$ cat config.mk
export PLATFORM = sky130hd
export DESIGN_NAME = prcg_dev_flat
export DESIGN_NICKNAME = d
export VERILOG_FILES = /design/src/prcg_pkg.sv /design/src/prcg_if.sv /design/src/prcg_dev.sv /design/src/flat_wrapper.sv
export SDC_FILE = /design/constraint.sdc
export NUM_CORES = 1
export LEC_CHECK = 0
export BUFFER_PORTS_ARGS = -buffer_cell sky130_fd_sc_hd__buf_2
export CAP_MARGIN = 20
export CORE_ASPECT_RATIO = 0.75
export CORE_MARGIN = 2
export CORE_UTILIZATION = 49
export CTS_CLUSTER_SIZE = 40
export DETAILED_ROUTE_END_ITERATION = 8
export PLACE_DENSITY = 0.82
export REMOVE_ABC_BUFFERS = 1
export SYNTH_ARGS = -nofsm -noshare
export SYNTH_HDL_FRONTEND = slang
export SYNTH_SLANG_ARGS = --single-unit
$ cat constraint.sdc
create_clock -name clk_sys -period 3.6 [get_ports clk_sys]
set_clock_uncertainty 0.1 [all_clocks]
set_input_delay 0.72 -clock clk_sys [delete_from_list [all_inputs] [get_ports clk_sys]]
set_output_delay 0.72 -clock clk_sys [all_outputs]
set_load 0.01 [all_outputs]
$ cat src/prcg_pkg.sv
// Constants shared by both ends of the peripheral reset and clock gate.
// Assumes one bus clock and one synchronous active-low reset everywhere.
package prcg_pkg;

  // Register index on the link between the two ends
  localparam logic IDX_RESET_CTRL_0 = 1'h0;
  localparam logic IDX_CLOCK_ENABLE_1 = 1'h1;

  // Field positions in peripheral_reset_ctrl_0
  localparam int EXT_BUS_RESET_POS = 26;
  localparam int DMA_RESET_POS = 24;
  localparam int CONVERTER_RESET_LSB = 16;
  localparam int SERIAL_RESET_LSB = 0;

  // Field position in peripheral_clock_enable_1
  localparam int QUAD_CLOCK_EN_LSB = 16;

  // Writable bits; every other bit is reserved and reads as zero
  localparam logic [31:0] RESET_CTRL_0_WMASK = 32'h050F_FFFF;
  localparam logic [31:0] CLOCK_ENABLE_1_WMASK = 32'h000F_0000;

  // Values after reset
  localparam logic [31:0] RESET_CTRL_0_INIT = 32'h0000_0000;
  localparam logic [31:0] CLOCK_ENABLE_1_INIT = 32'h000F_0000;
  localparam logic EXT_BUS_RESET_INIT = 1'h0;
  localparam logic DMA_RESET_INIT = 1'h0;
  localparam logic [3:0] CONVERTER_RESET_INIT = 4'h0;
  localparam logic [15:0] SERIAL_RESET_INIT = 16'h0000;
  localparam logic [3:0] QUAD_CLOCK_EN_INIT = 4'hF;

  // Wishbone byte offsets of the controller's own registers
  localparam logic [3:0] WB_OFF_RESET_CTRL_0 = 4'h0;
  localparam logic [3:0] WB_OFF_CLOCK_ENABLE_1 = 4'h4;
  localparam logic [31:0] WB_UNMAPPED_DATA = 32'h0000_0000;

  // Controller states
  typedef enum logic [1:0] {
    PRCG_IDLE,
    PRCG_LINK,
    PRCG_DONE
  } prcg_state_t;

endpackage

$ cat src/prcg_if.sv
// Link between the register controller and the reset/clock-gate end.
// Assumes both ends run on the same bus clock; no clocking block.
`timescale 1ns/100ps
interface prcg_if;
  logic link_req;
  logic link_we;
  logic link_idx;
  logic [31:0] link_wdata;
  logic [31:0] link_rdata;
  logic link_ack;

  // Reset/clock-gate end
  modport dev (
    input link_req,
    input link_we,
    input link_idx,
    input link_wdata,
    output link_rdata,
    output link_ack
  );

  // Register controller end
  modport host (
    output link_req,
    output link_we,
    output link_idx,
    output link_wdata,
    input link_rdata,
    input link_ack
  );
endinterface

$ cat src/prcg_dev.sv
// Reset and bus-clock gate end: holds the reset register and the
// quad-counter clock enables, and drives one level line per peripheral.
// Assumes the controller holds each request until it sees link_ack.
//
// Function
// - Software writes zero to every reserved bit.
// - External-bus bit one holds interface in reset.
// - External-bus reset released only by writing zero.
// - Without external bus, leave its bit alone.
// - Pulse external-bus reset before programming its registers.
// - External-bus reset keeps that interface's registers.
// - DMA bit one stops transfers, clears settings.
// - Bits 16..19 reset converter units 0..3.
// - Converter reset stops conversion until bit cleared.
// - Missing converter unit: leave its bit alone.
// - Bits 15..0 reset serial channels 15..0.
// - Serial reset halts channel until bit cleared.
// - Never set reset of absent serial channel.
// - All reset bits come up zero.
// - Clock bits 16..19 gate quad-counter units 0..3.
// - Clock bit zero stops that unit's clock.
// - Quad-counter clock bits come up one.
// - Missing quad-counter unit: leave its bit alone.
//
// The Wishbone slave port and the address map were chosen for this implementation.
`timescale 1ns/100ps
module prcg_dev
  import prcg_pkg::*;
(
  input wire logic clk_sys,
  input wire logic rst_n,
  prcg_if.dev link,
  output logic ext_bus_logic_rst,
  output logic dma_rst,
  output logic [3:0] converter_rst,
  output logic [15:0] serial_rst,
  output logic [3:0] quad_clock_en,
  output logic periph_rst_any
);

  // Merge write data into a stored value under a writable mask.
  // Shared by both registers so the reserved-bit policy sits in one place.
  function automatic logic [31:0] merge_write(
    input logic [31:0] old_val,
    input logic [31:0] new_val,
    input logic [31:0] wmask
  );
    merge_write = (old_val & ~wmask) | (new_val & wmask);
  endfunction

  // Stored fields, one flop per peripheral line.
  // Kept as separate fields, not one word, so each line is plainly
  // a flop output with its own reset value.
  logic ext_bus_rst_ff;
  logic dma_rst_ff;
  logic [3:0] converter_rst_ff;
  logic [15:0] serial_rst_ff;
  logic [3:0] quad_clock_en_ff;
  logic rst_any_ff;

  // Link answer flops
  logic ack_ff;
  logic [31:0] rdata_ff;

  // Next values
  logic nxt_ack;
  logic [31:0] nxt_rdata;
  logic [31:0] nxt_reset_word;
  logic [31:0] nxt_clock_word;
  logic nxt_rst_any;

  // Current register images, reserved bits zero
  wire logic [31:0] reset_word;
  wire logic [31:0] clock_word;

  assign reset_word = {5'h00,
                       ext_bus_rst_ff,
                       1'h0,
                       dma_rst_ff,
                       4'h0,
                       converter_rst_ff,
                       serial_rst_ff};
  assign clock_word = {12'h000, quad_clock_en_ff, 16'h0000};

  // Request decode; one answer per held request.
  // The ack flop masks the request in the ack cycle, because the
  // controller only drops req once it has seen ack.
  wire logic take_req;
  wire logic take_write;
  wire logic wr_reset;
  wire logic wr_clock;

  assign take_req = link.link_req & ~ack_ff;
  assign take_write = take_req & link.link_we;
  assign wr_reset = take_write & (link.link_idx == IDX_RESET_CTRL_0);
  assign wr_clock = take_write & (link.link_idx == IDX_CLOCK_ENABLE_1);

  // Reserved bits are dropped here so they always read zero
  assign nxt_reset_word = wr_reset ?
    merge_write(reset_word, link.link_wdata, RESET_CTRL_0_WMASK) :
    reset_word;
  assign nxt_clock_word = wr_clock ?
    merge_write(clock_word, link.link_wdata, CLOCK_ENABLE_1_WMASK) :
    clock_word;

  // Ack falls in the cycle after it rose, even if req is still high
  assign nxt_ack = take_req;

  // Read answer shows the register image after any write in this cycle.
  // A plain read returns the stored image unchanged.
  assign nxt_rdata = !take_req ? rdata_ff :
                     (link.link_idx == IDX_RESET_CTRL_0) ? nxt_reset_word :
                     nxt_clock_word;

  // Summary line, handy for a reset monitor.
  // Built from the next image so it moves with the lines, not after them.
  assign nxt_rst_any = |(nxt_reset_word & RESET_CTRL_0_WMASK);

  // Link answer registers
  // Read data holds between answers; only ack is a pulse.
  always_ff @(posedge clk_sys) begin
    if (!rst_n) begin
      ack_ff <= 1'h0;
      rdata_ff <= 32'h0000_0000;
    end else begin
      ack_ff <= nxt_ack;
      rdata_ff <= nxt_rdata;
    end
  end

  // External bus: logic-only reset, held until software writes zero.
  // No automatic release: the bit stays until a write clears it.
  always_ff @(posedge clk_sys) begin
    if (!rst_n) begin
      ext_bus_rst_ff <= EXT_BUS_RESET_INIT;
    end else begin
      ext_bus_rst_ff <= nxt_reset_word[EXT_BUS_RESET_POS];
    end
  end

  // DMA controller reset
  // Held while the bit is one; its transfers stay stopped meanwhile.
  always_ff @(posedge clk_sys) begin
    if (!rst_n) begin
      dma_rst_ff <= DMA_RESET_INIT;
    end else begin
      dma_rst_ff <= nxt_reset_word[DMA_RESET_POS];
    end
  end

  // Converter unit resets, unit n at bit 16+n
  // Absent units are kept at their initial value by the controller end.
  always_ff @(posedge clk_sys) begin
    if (!rst_n) begin
      converter_rst_ff <= CONVERTER_RESET_INIT;
    end else begin
      converter_rst_ff <=
        nxt_reset_word[CONVERTER_RESET_LSB +: 4];
    end
  end

  // Serial channel resets, channel n at bit n
  // A set bit for an absent channel is refused upstream, not here.
  always_ff @(posedge clk_sys) begin
    if (!rst_n) begin
      serial_rst_ff <= SERIAL_RESET_INIT;
    end else begin
      serial_rst_ff <= nxt_reset_word[SERIAL_RESET_LSB +: 16];
    end
  end

  // Quad-counter clock enables; supplied after reset
  // A one is the running state, so the counters tick straight away.
  always_ff @(posedge clk_sys) begin
    if (!rst_n) begin
      quad_clock_en_ff <= QUAD_CLOCK_EN_INIT;
    end else begin
      quad_clock_en_ff <= nxt_clock_word[QUAD_CLOCK_EN_LSB +: 4];
    end
  end

  // Any reset line active
  // Covers the reset register only; clock gating is not a reset.
  always_ff @(posedge clk_sys) begin
    if (!rst_n) begin
      rst_any_ff <= 1'h0;
    end else begin
      rst_any_ff <= nxt_rst_any;
    end
  end

  // Link outputs
  assign link.link_ack = ack_ff;
  assign link.link_rdata = rdata_ff;

  // Peripheral lines come straight from the flops, as levels.
  // The external-bus line is meant for that interface's sequencing
  // logic only; it must not reach its register file, so settings
  // survive the reset. The DMA, converter and serial lines clear
  // their blocks' registers as well as stopping them.
  assign ext_bus_logic_rst = ext_bus_rst_ff;
  assign dma_rst = dma_rst_ff;
  assign converter_rst = converter_rst_ff;
  assign serial_rst = serial_rst_ff;

  // Enable for an integrated clock gate at each counter unit.
  // A zero stops that unit's bus clock; gating is left to a glitch-free
  // cell next to the unit rather than done in fabric here.
  assign quad_clock_en = quad_clock_en_ff;

  // Summary output, changes in the same cycle as the lines
  assign periph_rst_any = rst_any_ff;

endmodule

$ cat src/flat_wrapper.sv
// flat-port wrapper written by rule: the top's interface ports become plain ports
module prcg_dev_flat import prcg_pkg::*;
  (clk_sys, rst_n, ext_bus_logic_rst, dma_rst, converter_rst, serial_rst, quad_clock_en, periph_rst_any, link_link_req, link_link_we, link_link_idx, link_link_wdata, link_link_rdata, link_link_ack);
  prcg_if link_i ();
  input wire logic clk_sys;
  input wire logic rst_n;
  output logic ext_bus_logic_rst;
  output logic dma_rst;
  output logic [3:0] converter_rst;
  output logic [15:0] serial_rst;
  output logic [3:0] quad_clock_en;
  output logic periph_rst_any;
  input wire logic [$bits(link_i.link_req)-1:0] link_link_req;
  input wire logic [$bits(link_i.link_we)-1:0] link_link_we;
  input wire logic [$bits(link_i.link_idx)-1:0] link_link_idx;
  input wire logic [$bits(link_i.link_wdata)-1:0] link_link_wdata;
  output wire logic [$bits(link_i.link_rdata)-1:0] link_link_rdata;
  output wire logic [$bits(link_i.link_ack)-1:0] link_link_ack;
  assign link_i.link_req = link_link_req;
  assign link_i.link_we = link_link_we;
  assign link_i.link_idx = link_link_idx;
  assign link_i.link_wdata = link_link_wdata;
  assign link_link_rdata = link_i.link_rdata;
  assign link_link_ack = link_i.link_ack;
  prcg_dev u_core (.clk_sys(clk_sys), .rst_n(rst_n), .link(link_i), .ext_bus_logic_rst(ext_bus_logic_rst), .dma_rst(dma_rst), .converter_rst(converter_rst), .serial_rst(serial_rst), .quad_clock_en(quad_clock_en), .periph_rst_any(periph_rst_any));
endmodule
After elaboration in Yosys (flattened, before gate mapping) --
Cells that the tools add are included.
Storage, ports and cells: input port bits 37, logic and storage cells 18, output and inout port bits 60, register bits 60
Operators by class: mux-type cells 3, bitwise gates (word level) 6, reductions and logical operators 1
Operators with widths (count):
- 32-bit 2-to-1 mux | 1
- 27-bit 2-to-1 mux | 1
- 22-bit OR reduction | 1
- 20-bit 2-to-1 mux | 1
- 1-bit bitwise AND | 4
- 1-bit NOT | 2

Depth between registers and ports, before layout --
Gate-level depths: netlist of the first run.
depth after elaboration 6, depth in mapped cells 6, mapped depth without buffers 4

Worst setup path after synthesis of the first run --
OpenSTA, ideal clock, no wires.
path kind in2reg, start point in link_link_we, end point reg u_core.rdata_ff[4] (netlist: u_core.link.link_rdata[4]), arrival time 1.627 ns, setup time 0.121 ns, path buffers 3, data required time 3.379 ns, stages 6, path slack 1.753 ns, cell sequence buf_2 nor3b_2 buf_6 buf_12 mux2i_1 o21ai_1
Between the ends: word-level cells in the longest chain between the ends 4
Ends and longest elaborated chain:
- start: declaration | RTL line flat_wrapper.sv:14 | input wire logic [$bits(link_i.link_we)-1:0] link_link_we;
- 1-bit bitwise AND | RTL line prcg_dev.sv:94 | assign take_write = take_req & link.link_we;
- 1-bit bitwise AND | RTL line prcg_dev.sv:95 | assign wr_reset = take_write & (link.link_idx == IDX_RESET_CTRL_0);
- 27-bit 2-to-1 mux | RTL line prcg_dev.sv:99 | assign nxt_reset_word = wr_reset ?
- 32-bit 2-to-1 mux | RTL line prcg_dev.sv:112 | (link.link_idx == IDX_RESET_CTRL_0) ? nxt_reset_word :
- end signal: assignment | RTL line prcg_dev.sv:127 | rdata_ff <= nxt_rdata;
- end: declaration | RTL line prcg_dev.sv:63 | logic [31:0] rdata_ff;
Every way passes these cells. A chain may end at the register's enable or synchronous reset.

Final worst setup path of the first run --
start point in link_link_req, end point reg u_core.rdata_ff[8] (netlist: u_core.link.link_rdata[8])
Between the ends: word-level cells in the longest chain between the ends 5
Ends and longest elaborated chain:
- start: declaration | RTL line flat_wrapper.sv:13 | input wire logic [$bits(link_i.link_req)-1:0] link_link_req;
- 1-bit bitwise AND * | RTL line prcg_dev.sv:93 | assign take_req = link.link_req & ~ack_ff;
- 1-bit bitwise AND | RTL line prcg_dev.sv:94
- 1-bit bitwise AND | RTL line prcg_dev.sv:95
- 27-bit 2-to-1 mux | RTL line prcg_dev.sv:99
- 32-bit 2-to-1 mux | RTL line prcg_dev.sv:112
Mark *: on every way between the ends. The rest lies on a longest branch, timed or not.

==> run summary, run 1 <==
outcome -> completed
Vias/cell -> 4.881
initial core utilization -> 50.81%
global-route wire length before repair -> 7.155 mm
Min-Delay Path Class -> register to register
worst-path cell chain -> buf_2 -> nand2b_4 -> nor3b_4 -> buf_4 -> mux2i_1 -> o21ai_1
die area -> 0.004716 mm²
Crit Path Max Fanout -> 15
share of cells above drive strength 1 -> 31.67%
Critical Path AT -> 2.30 ns
RSZ-0062 raised after global routing -> false
Final TNS setup -> 0 ns
cell area after synthesis -> 0.002047 mm²
Floorplan Core Area -> 0.004029 mm²
postcts setup bufs -> 0
cts repair resizes -> 0
Std-Cell Rows -> 20
type of origin of the critical path -> input port
busiest metal layer after global routing -> met2
Final period util -> 61.73%
hold path cells -> 2
WP data required -> 3.67 ns
wire length per cell -> 13.26 µm
pwr dens -> 437.9 mW/mm²
FF+latch count, synth -> 50
DRT iter0 DRCs -> 82
clock slew at reported path FFs -> 0.08 ns
CP max stage delay -> 0.59 ns
Hold Path Origin -> u_core.link.link_rdata[14]
Longest Clk Path Bufs -> 2
worst-path cell with the longest stage delay -> nor3b_4
Reg2Reg Depth -> 5
Total Wirelength -> 4.455 mm
Worst Setup End Kind -> register
Reg-to-Reg Start -> u_core.link.link_ack
Synth Instances -> 208
Filler Cell Count -> 380
input/output buffers -> 76
Avg Inst Size Synth -> 9.841 µm²
gp weighted congestion -> 0.8514
achievable frequency -> 450.0 MHz
Slew headroom -> 56.39%
Top Ports -> 97
Die Ht -> 59.98 µm
hold violation count in the final report -> 0
max-cap violation count -> 0
Worst-Margin Slew -> 0.6535 ns
GR Layer Usage met1 -> 28.15%
fin. max-slew vios -> 0
vias in the first global route -> 1,439
worst hold slack -> 0.3484 ns
terminus of the critical flop-to-flop path -> u_core.link.link_rdata[8]
Residual DRC -> 0
drt first pass iters -> 4
largest net degree at the start of global routing -> 34
cts bufs inserted -> 5
Clock Latency Late Sink -> 0.30 ns
asr flop ratio synth -> 0%
initial antenna violation count -> 0
Tmin final -> 2.222 ns
worst-case vdd ir drop -> 0.0002697 V
setup slack, reg-to-reg -> 1.51 ns
Largest delay share family, worst path -> simple AND/OR/NAND/NOR gates
sequential share of the synthesized area -> 48.90%
Total GRT Usage -> 20.00%
H-Tree Level Count -> 2
CTS Sinks -> 50
final number of setup-violating endpoints -> 0
Hold EP -> u_core.link.link_rdata[14]
Layout area overhead -> 21.39%
GR Overflow Total -> 0
TritonCTS clock tree -> yes
Diodes inserted -> 0
GR Util met3 -> 4.532%
EDFF count, synth -> 0
Leakage -> 1.114 nW
Die Wd -> 78.63 µm
grt met2 use -> 30.40%
Worst Path Buf+Inv -> 2
Post-CTS Hold Fix Bufs -> 0
post-synth cell types -> 25
Antenna Nets Post-Route -> 0
dpl hpwl -> 3.321 mm
Synth Warn # -> 0
Primary FF master, synth -> dfxtp_1
clock root buffer -> clkbuf_8
WS Path Type -> input port to register
via count -> 1,640
Net count, final -> 317
==> final cells by class <==
type	instances	area, µm²	share of cell area, %
timing repair buffer	77	387.9	15.61
sequential	50	1001	40.28
multi-input combinational	146	917.1	36.91
clock buffer	6	72.57	2.920
clock inverter	2	37.54	1.511
tap	55	68.82	2.769
==> synthesized netlist by cell type (3+ instances only) <==
library cell  number  area [µm²]
nor4_1            10       62.56
dfxtp_1           50        1001
nor2b_1           22       137.6
nand2_1           35       131.4
o21ai_1           14       70.07
buf_4             10       75.07
clkbuf_1           4       15.01
o21ai_0            8       40.04
a21boi_0           4       30.03
buf_6              3       33.78
mux2i_1           30       300.3
==> worst min-delay path, delay by kind of cell (launching register included) <==
kind	cells	cell delay, ns
AO/OA/AOI/OAI	1	0.05
AND/OR/NAND/NOR	1	0.05
flip-flops	1	0.31
==> cells by family after synthesis <==
logic type      count (synthesis)  share of synthesized area, %
compound gates                 27                         7.335
mux                            30                         14.67
other cells                     1                        0.1832
flops                          50                         48.90
buf+inv                        21                         8.251
simple gates                   79                         20.66
==> power by group <==
| group | total [mW] | switching (mW) | leakage, nW | internal [mW] |
|---|---|---|---|---|
| registers | 0.580 | 0.0105 | 0.406 | 0.570 |
| logic | 0.122 | 0.0701 | 0.657 | 0.0519 |
| clock network | 0.386 | 0.178 | 0.0514 | 0.207 |
==> placed cells by master, fill, tap and decap left out, types with 4 or more instances in the layout <==
cell	netlist	layout
o21ai_0	8	8
a21boi_0	4	4
dfxtp_1	50	50
nor2b_1	22	22
nor4_1	10	10
buf_2	2	76
o21ai_1	14	14
clkbuf_8	0	5
conb_1	1	10
mux2i_1	30	30
nand2_1	35	35
==> per-stage QoR <==
| stage | setup WS, ns | cells | util, % | instance area [µm²] | power, mW |
|---|---|---|---|---|---|
| floorplan | 0.8338 | 196 | - | 1912 | 0.6578 |
| global placement | 1.112 | 328 | 58.94 | 2375 | 0.7130 |
| detailed placement | 1.065 | 328 | 58.94 | 2375 | 0.7158 |
| CTS | 1.375 | 336 | 61.68 | 2485 | 1.094 |
| global route | 1.270 | 336 | 61.68 | 2485 | 1.135 |
| finish | 1.378 | 336 | 61.68 | 2485 | 1.088 |
==> routing by layer <==
layer	part of all wire, %	up-vias
met4	0.52	0
met3	6.0	3
li1	-	834
met2	44	57
met1	50	746
met5	0	-
==> state kept, by name, summed over array words and instances (netlist names) <==
| signal | cells |
|---|---|
| u_core.ext_bus_logic_rst | 1 |
| u_core.converter_rst | 4 |
| u_core.periph_rst_any | 1 |
| u_core.link.link_ack | 1 |
| u_core.quad_clock_en | 4 |
| u_core.link.link_rdata | 22 |
| u_core.dma_rst | 1 |
| u_core.serial_rst | 16 |
==> how the worst max path moves through the flow <==
| stage | from | to | cells past startpoint | slack [ns] |
|---|---|---|---|---|
| 2_1_floorplan | link_link_req | u_core.link.link_rdata[0] | 4 | 0.83 |
| 3_3_place_gp | link_link_req | u_core.link.link_rdata[11] | 6 | 1.11 |
| 3_5_place_dp | link_link_req | u_core.link.link_rdata[8] | 6 | 1.07 |
| 4_1_cts | link_link_req | u_core.link.link_rdata[8] | 6 | 1.38 |
| 5_1_grt | link_link_we | u_core.link.link_rdata[8] | 5 | 1.27 |
| 6_report | link_link_req | u_core.link.link_rdata[8] | 6 | 1.38 |
Note: power is estimated with default switching activity, not from simulation.
==> run 2, diff against run 1 <==
--- a/config.mk
+++ b/config.mk
@@ -9,10 +9,10 @@
 export CAP_MARGIN = 20
 export CORE_ASPECT_RATIO = 0.75
 export CORE_MARGIN = 2
-export CORE_UTILIZATION = 49
+export CORE_UTILIZATION = 46
 export CTS_CLUSTER_SIZE = 40
 export DETAILED_ROUTE_END_ITERATION = 8
-export PLACE_DENSITY = 0.82
+export PLACE_DENSITY = 0.77
 export REMOVE_ABC_BUFFERS = 1
 export SYNTH_ARGS = -nofsm -noshare
 export SYNTH_HDL_FRONTEND = slang
==> constraint.sdc (replaced) <==
create_clock -name clk_sys -period 2.33 [get_ports clk_sys]
set_clock_uncertainty 0.1 [all_clocks]
set_input_delay 0.466 -clock clk_sys [delete_from_list [all_inputs] [get_ports clk_sys]]
set_output_delay 0.466 -clock clk_sys [all_outputs]
set_load 0.01 [all_outputs]
==> run summary, run 2 (synthesis results as in run 1) <==
Min-Delay Path Class -> input port to register
clock slew at reported path FFs -> 0.08 ns (about the same)
Die Ht -> 61.77 µm (+3.0%)
Final TNS setup -> 0 ns (unchanged)
outcome -> completed
share of cells above drive strength 1 -> 32.16% (+0.48 points)
initial antenna violation count -> 0 (unchanged)
global-route wire length before repair -> 6.872 mm (-4.0%)
Hold EP -> u_core.quad_clock_en[2]
Seq pwr share -> 56.4% (+3.1 points)
Worst Path Buf+Inv -> 1 (-1)
clock share of power -> 31.6% (-3.9 points)
type of origin of the critical path -> register
TritonCTS clock tree -> yes
Top Ports -> 97 (unchanged)
Post-CTS Hold Fix Bufs -> 0 (unchanged)
CP max stage delay -> 0.33 ns (-0.26 ns)
worst-path cell chain -> nand2b_4 -> nor3b_4 -> buf_4 -> mux2i_1 -> o21ai_1
Critical Path AT -> 1.67 ns (-0.63 ns)
Residual DRC -> 0 (unchanged)
Antenna Nets Post-Route -> 0 (unchanged)
Sw Ratio -> 24.36% (+0.55 points)
largest net degree at the start of global routing -> 20 (-41%)
fin. max-slew vios -> 0 (unchanged)
input/output buffers -> 76 (unchanged)
WS Path Type -> register to register
power share of the combinational group -> 12.0% (+0.8 points)
Worst Setup End Kind -> register
Largest register FFs -> 22 (unchanged)
Layout area overhead -> 21.21%
terminus of the critical flop-to-flop path -> u_core.link.link_rdata[14]
postcts setup bufs -> 0 (unchanged)
Net count, final -> 319 (+0.63%)
Std-Cell Rows -> 20 (unchanged)
Reg2Reg Depth -> 5 (unchanged)
hold path cells -> 3 (+1)
worst hold slack -> 0.3436 ns (-0.004722 ns)
Leakage -> 1.121 nW (+0.62%)
CTS Sinks -> 50 (unchanged)
initial core utilization -> 49.28% (-1.5 points)
worst-path cell with the longest stage delay -> dfxtp_1
via count -> 1,616 (-1.5%)
Longest Clk Path Bufs -> 2 (unchanged)
most frequent cells in the layout -> 76 x buf_2, 50 x dfxtp_1, 35 x nand2_1
H-Tree Level Count -> 2 (unchanged)
Diodes inserted -> 0 (unchanged)
Die Wd -> 81.03 µm (+3.0%)
switching power -> 387.1 µW (+49%)
achievable frequency -> 624.5 MHz
placed cell area -> 0.002390 mm² (+0.63%)
cts bufs inserted -> 5 (unchanged)
GR Overflow Total -> 0 (unchanged)
dpl hpwl -> 3.339 mm (+0.54%)
die area -> 0.005005 mm² (+6.1%)
Largest delay share family, worst path -> simple AND/OR/NAND/NOR gates
Finished Core Util -> 59.73% (-1.9 points)
RSZ-0062 raised after global routing -> false
drt first pass iters -> 4 (unchanged)
crit path from -> u_core.link.link_ack
final number of setup-violating endpoints -> 0 (unchanged)
total power -> 1.589 mW (+46%)
Crit Path Max Fanout -> 15 (unchanged)
Tmin final -> 1.601 ns
hold violation count in the final report -> 0 (unchanged)
wire length per cell -> 13.04 µm (-1.7%)
worst-case vdd ir drop -> 0.0003635 V (+35%)
gp weighted congestion -> 0.8016 (-5.8%)
cts repair resizes -> 0 (unchanged)
Vias/cell -> 4.781 (-2.0%)
Total GRT Usage -> 18.42% (-1.6 points)
Int Pwr -> 1.202 mW (+45%)
Clock Latency Late Sink -> 0.29 ns (about the same)
Hold Path Origin -> link_link_wdata[18]
Final period util -> 68.73%
max-cap violation count -> 0 (unchanged)
Reg-to-Reg Start -> u_core.link.link_ack
clock root buffer -> clkbuf_8
Final Cell Area -> 0.002481 mm² (-0.15%)
Floorplan Core Area -> 0.004154 mm² (+3.1%)
commonest non-fill, non-tap cell in the layout -> buf_2
vias in the first global route -> 1,481 (+2.9%)
DRT iter0 DRCs -> 38 (-54%)
pwr dens -> 640.4 mW/mm² (+46%)
WP data required -> 2.40 ns (-1.27 ns)
setup slack, reg-to-reg -> 0.73 ns (-0.78 ns)
Total Wirelength -> 4.407 mm (-1.1%)
run 2: cell type report:
type	count	area [µm²]
Clock buffer	7	86.33
Fill cell	393	1673
Multi-Input combinational cell	146	917.1
Tap cell	55	68.82
Clock inverter	1	5.005
Timing Repair Buffer	79	402.9
Sequential cell	50	1001
run 2: per-layer routing:
metal  up-vias  global-route usage (%)  share of wire (%)
li1        838                       -                  -
met1       722                   24.95                 50
met2        49                   29.52                 43
met3         7                   3.757                6.1
met4         0                   7.264                1.3
met5         -                       0                  0
run 2: worst max-delay path by stage:
stage                                 endpoint  slack [ns]  depth (start not counted)
detailed placement  u_core.link.link_rdata[14]        0.55                          6
CTS                 u_core.link.link_rdata[14]        0.73                          5
floorplan            u_core.link.link_rdata[0]       -0.18                          4
finish              u_core.link.link_rdata[14]        0.73                          5
global placement    u_core.link.link_rdata[10]        0.57                          6
global route        u_core.link.link_rdata[10]        0.61                          5
run 2: worst register-to-register path: stages (launching register included):
cell,delay [ns]
dfxtp_1,0.33
nand2b_4,0.18
nor3b_4,0.20
buf_4,0.29
mux2i_1,0.30
o21ai_1,0.09
run 2: through the flow:
| stage | worst slack [ns] | instances |
|---|---|---|
| 4_1_cts | 0.7265 | 338 |
| 3_5_place_dp | 0.5535 | 330 |
| 2_1_floorplan | -0.1822 | 196 |
| 6_report | 0.7286 | 338 |
| 5_1_grt | 0.6111 | 338 |
| 3_3_place_gp | 0.5658 | 330 |
run 2: power groups by stage:
stage / combinational, mW / sequential, mW / clock (mW)
final: 0.191 / 0.896 / 0.502
after global routing: 0.211 / 0.900 / 0.553
after CTS: 0.192 / 0.896 / 0.515
after detailed placement: 0.191 / 0.916 / 0
after global placement: 0.189 / 0.916 / 0
after floorplan: 0.0886 / 0.928 / 0
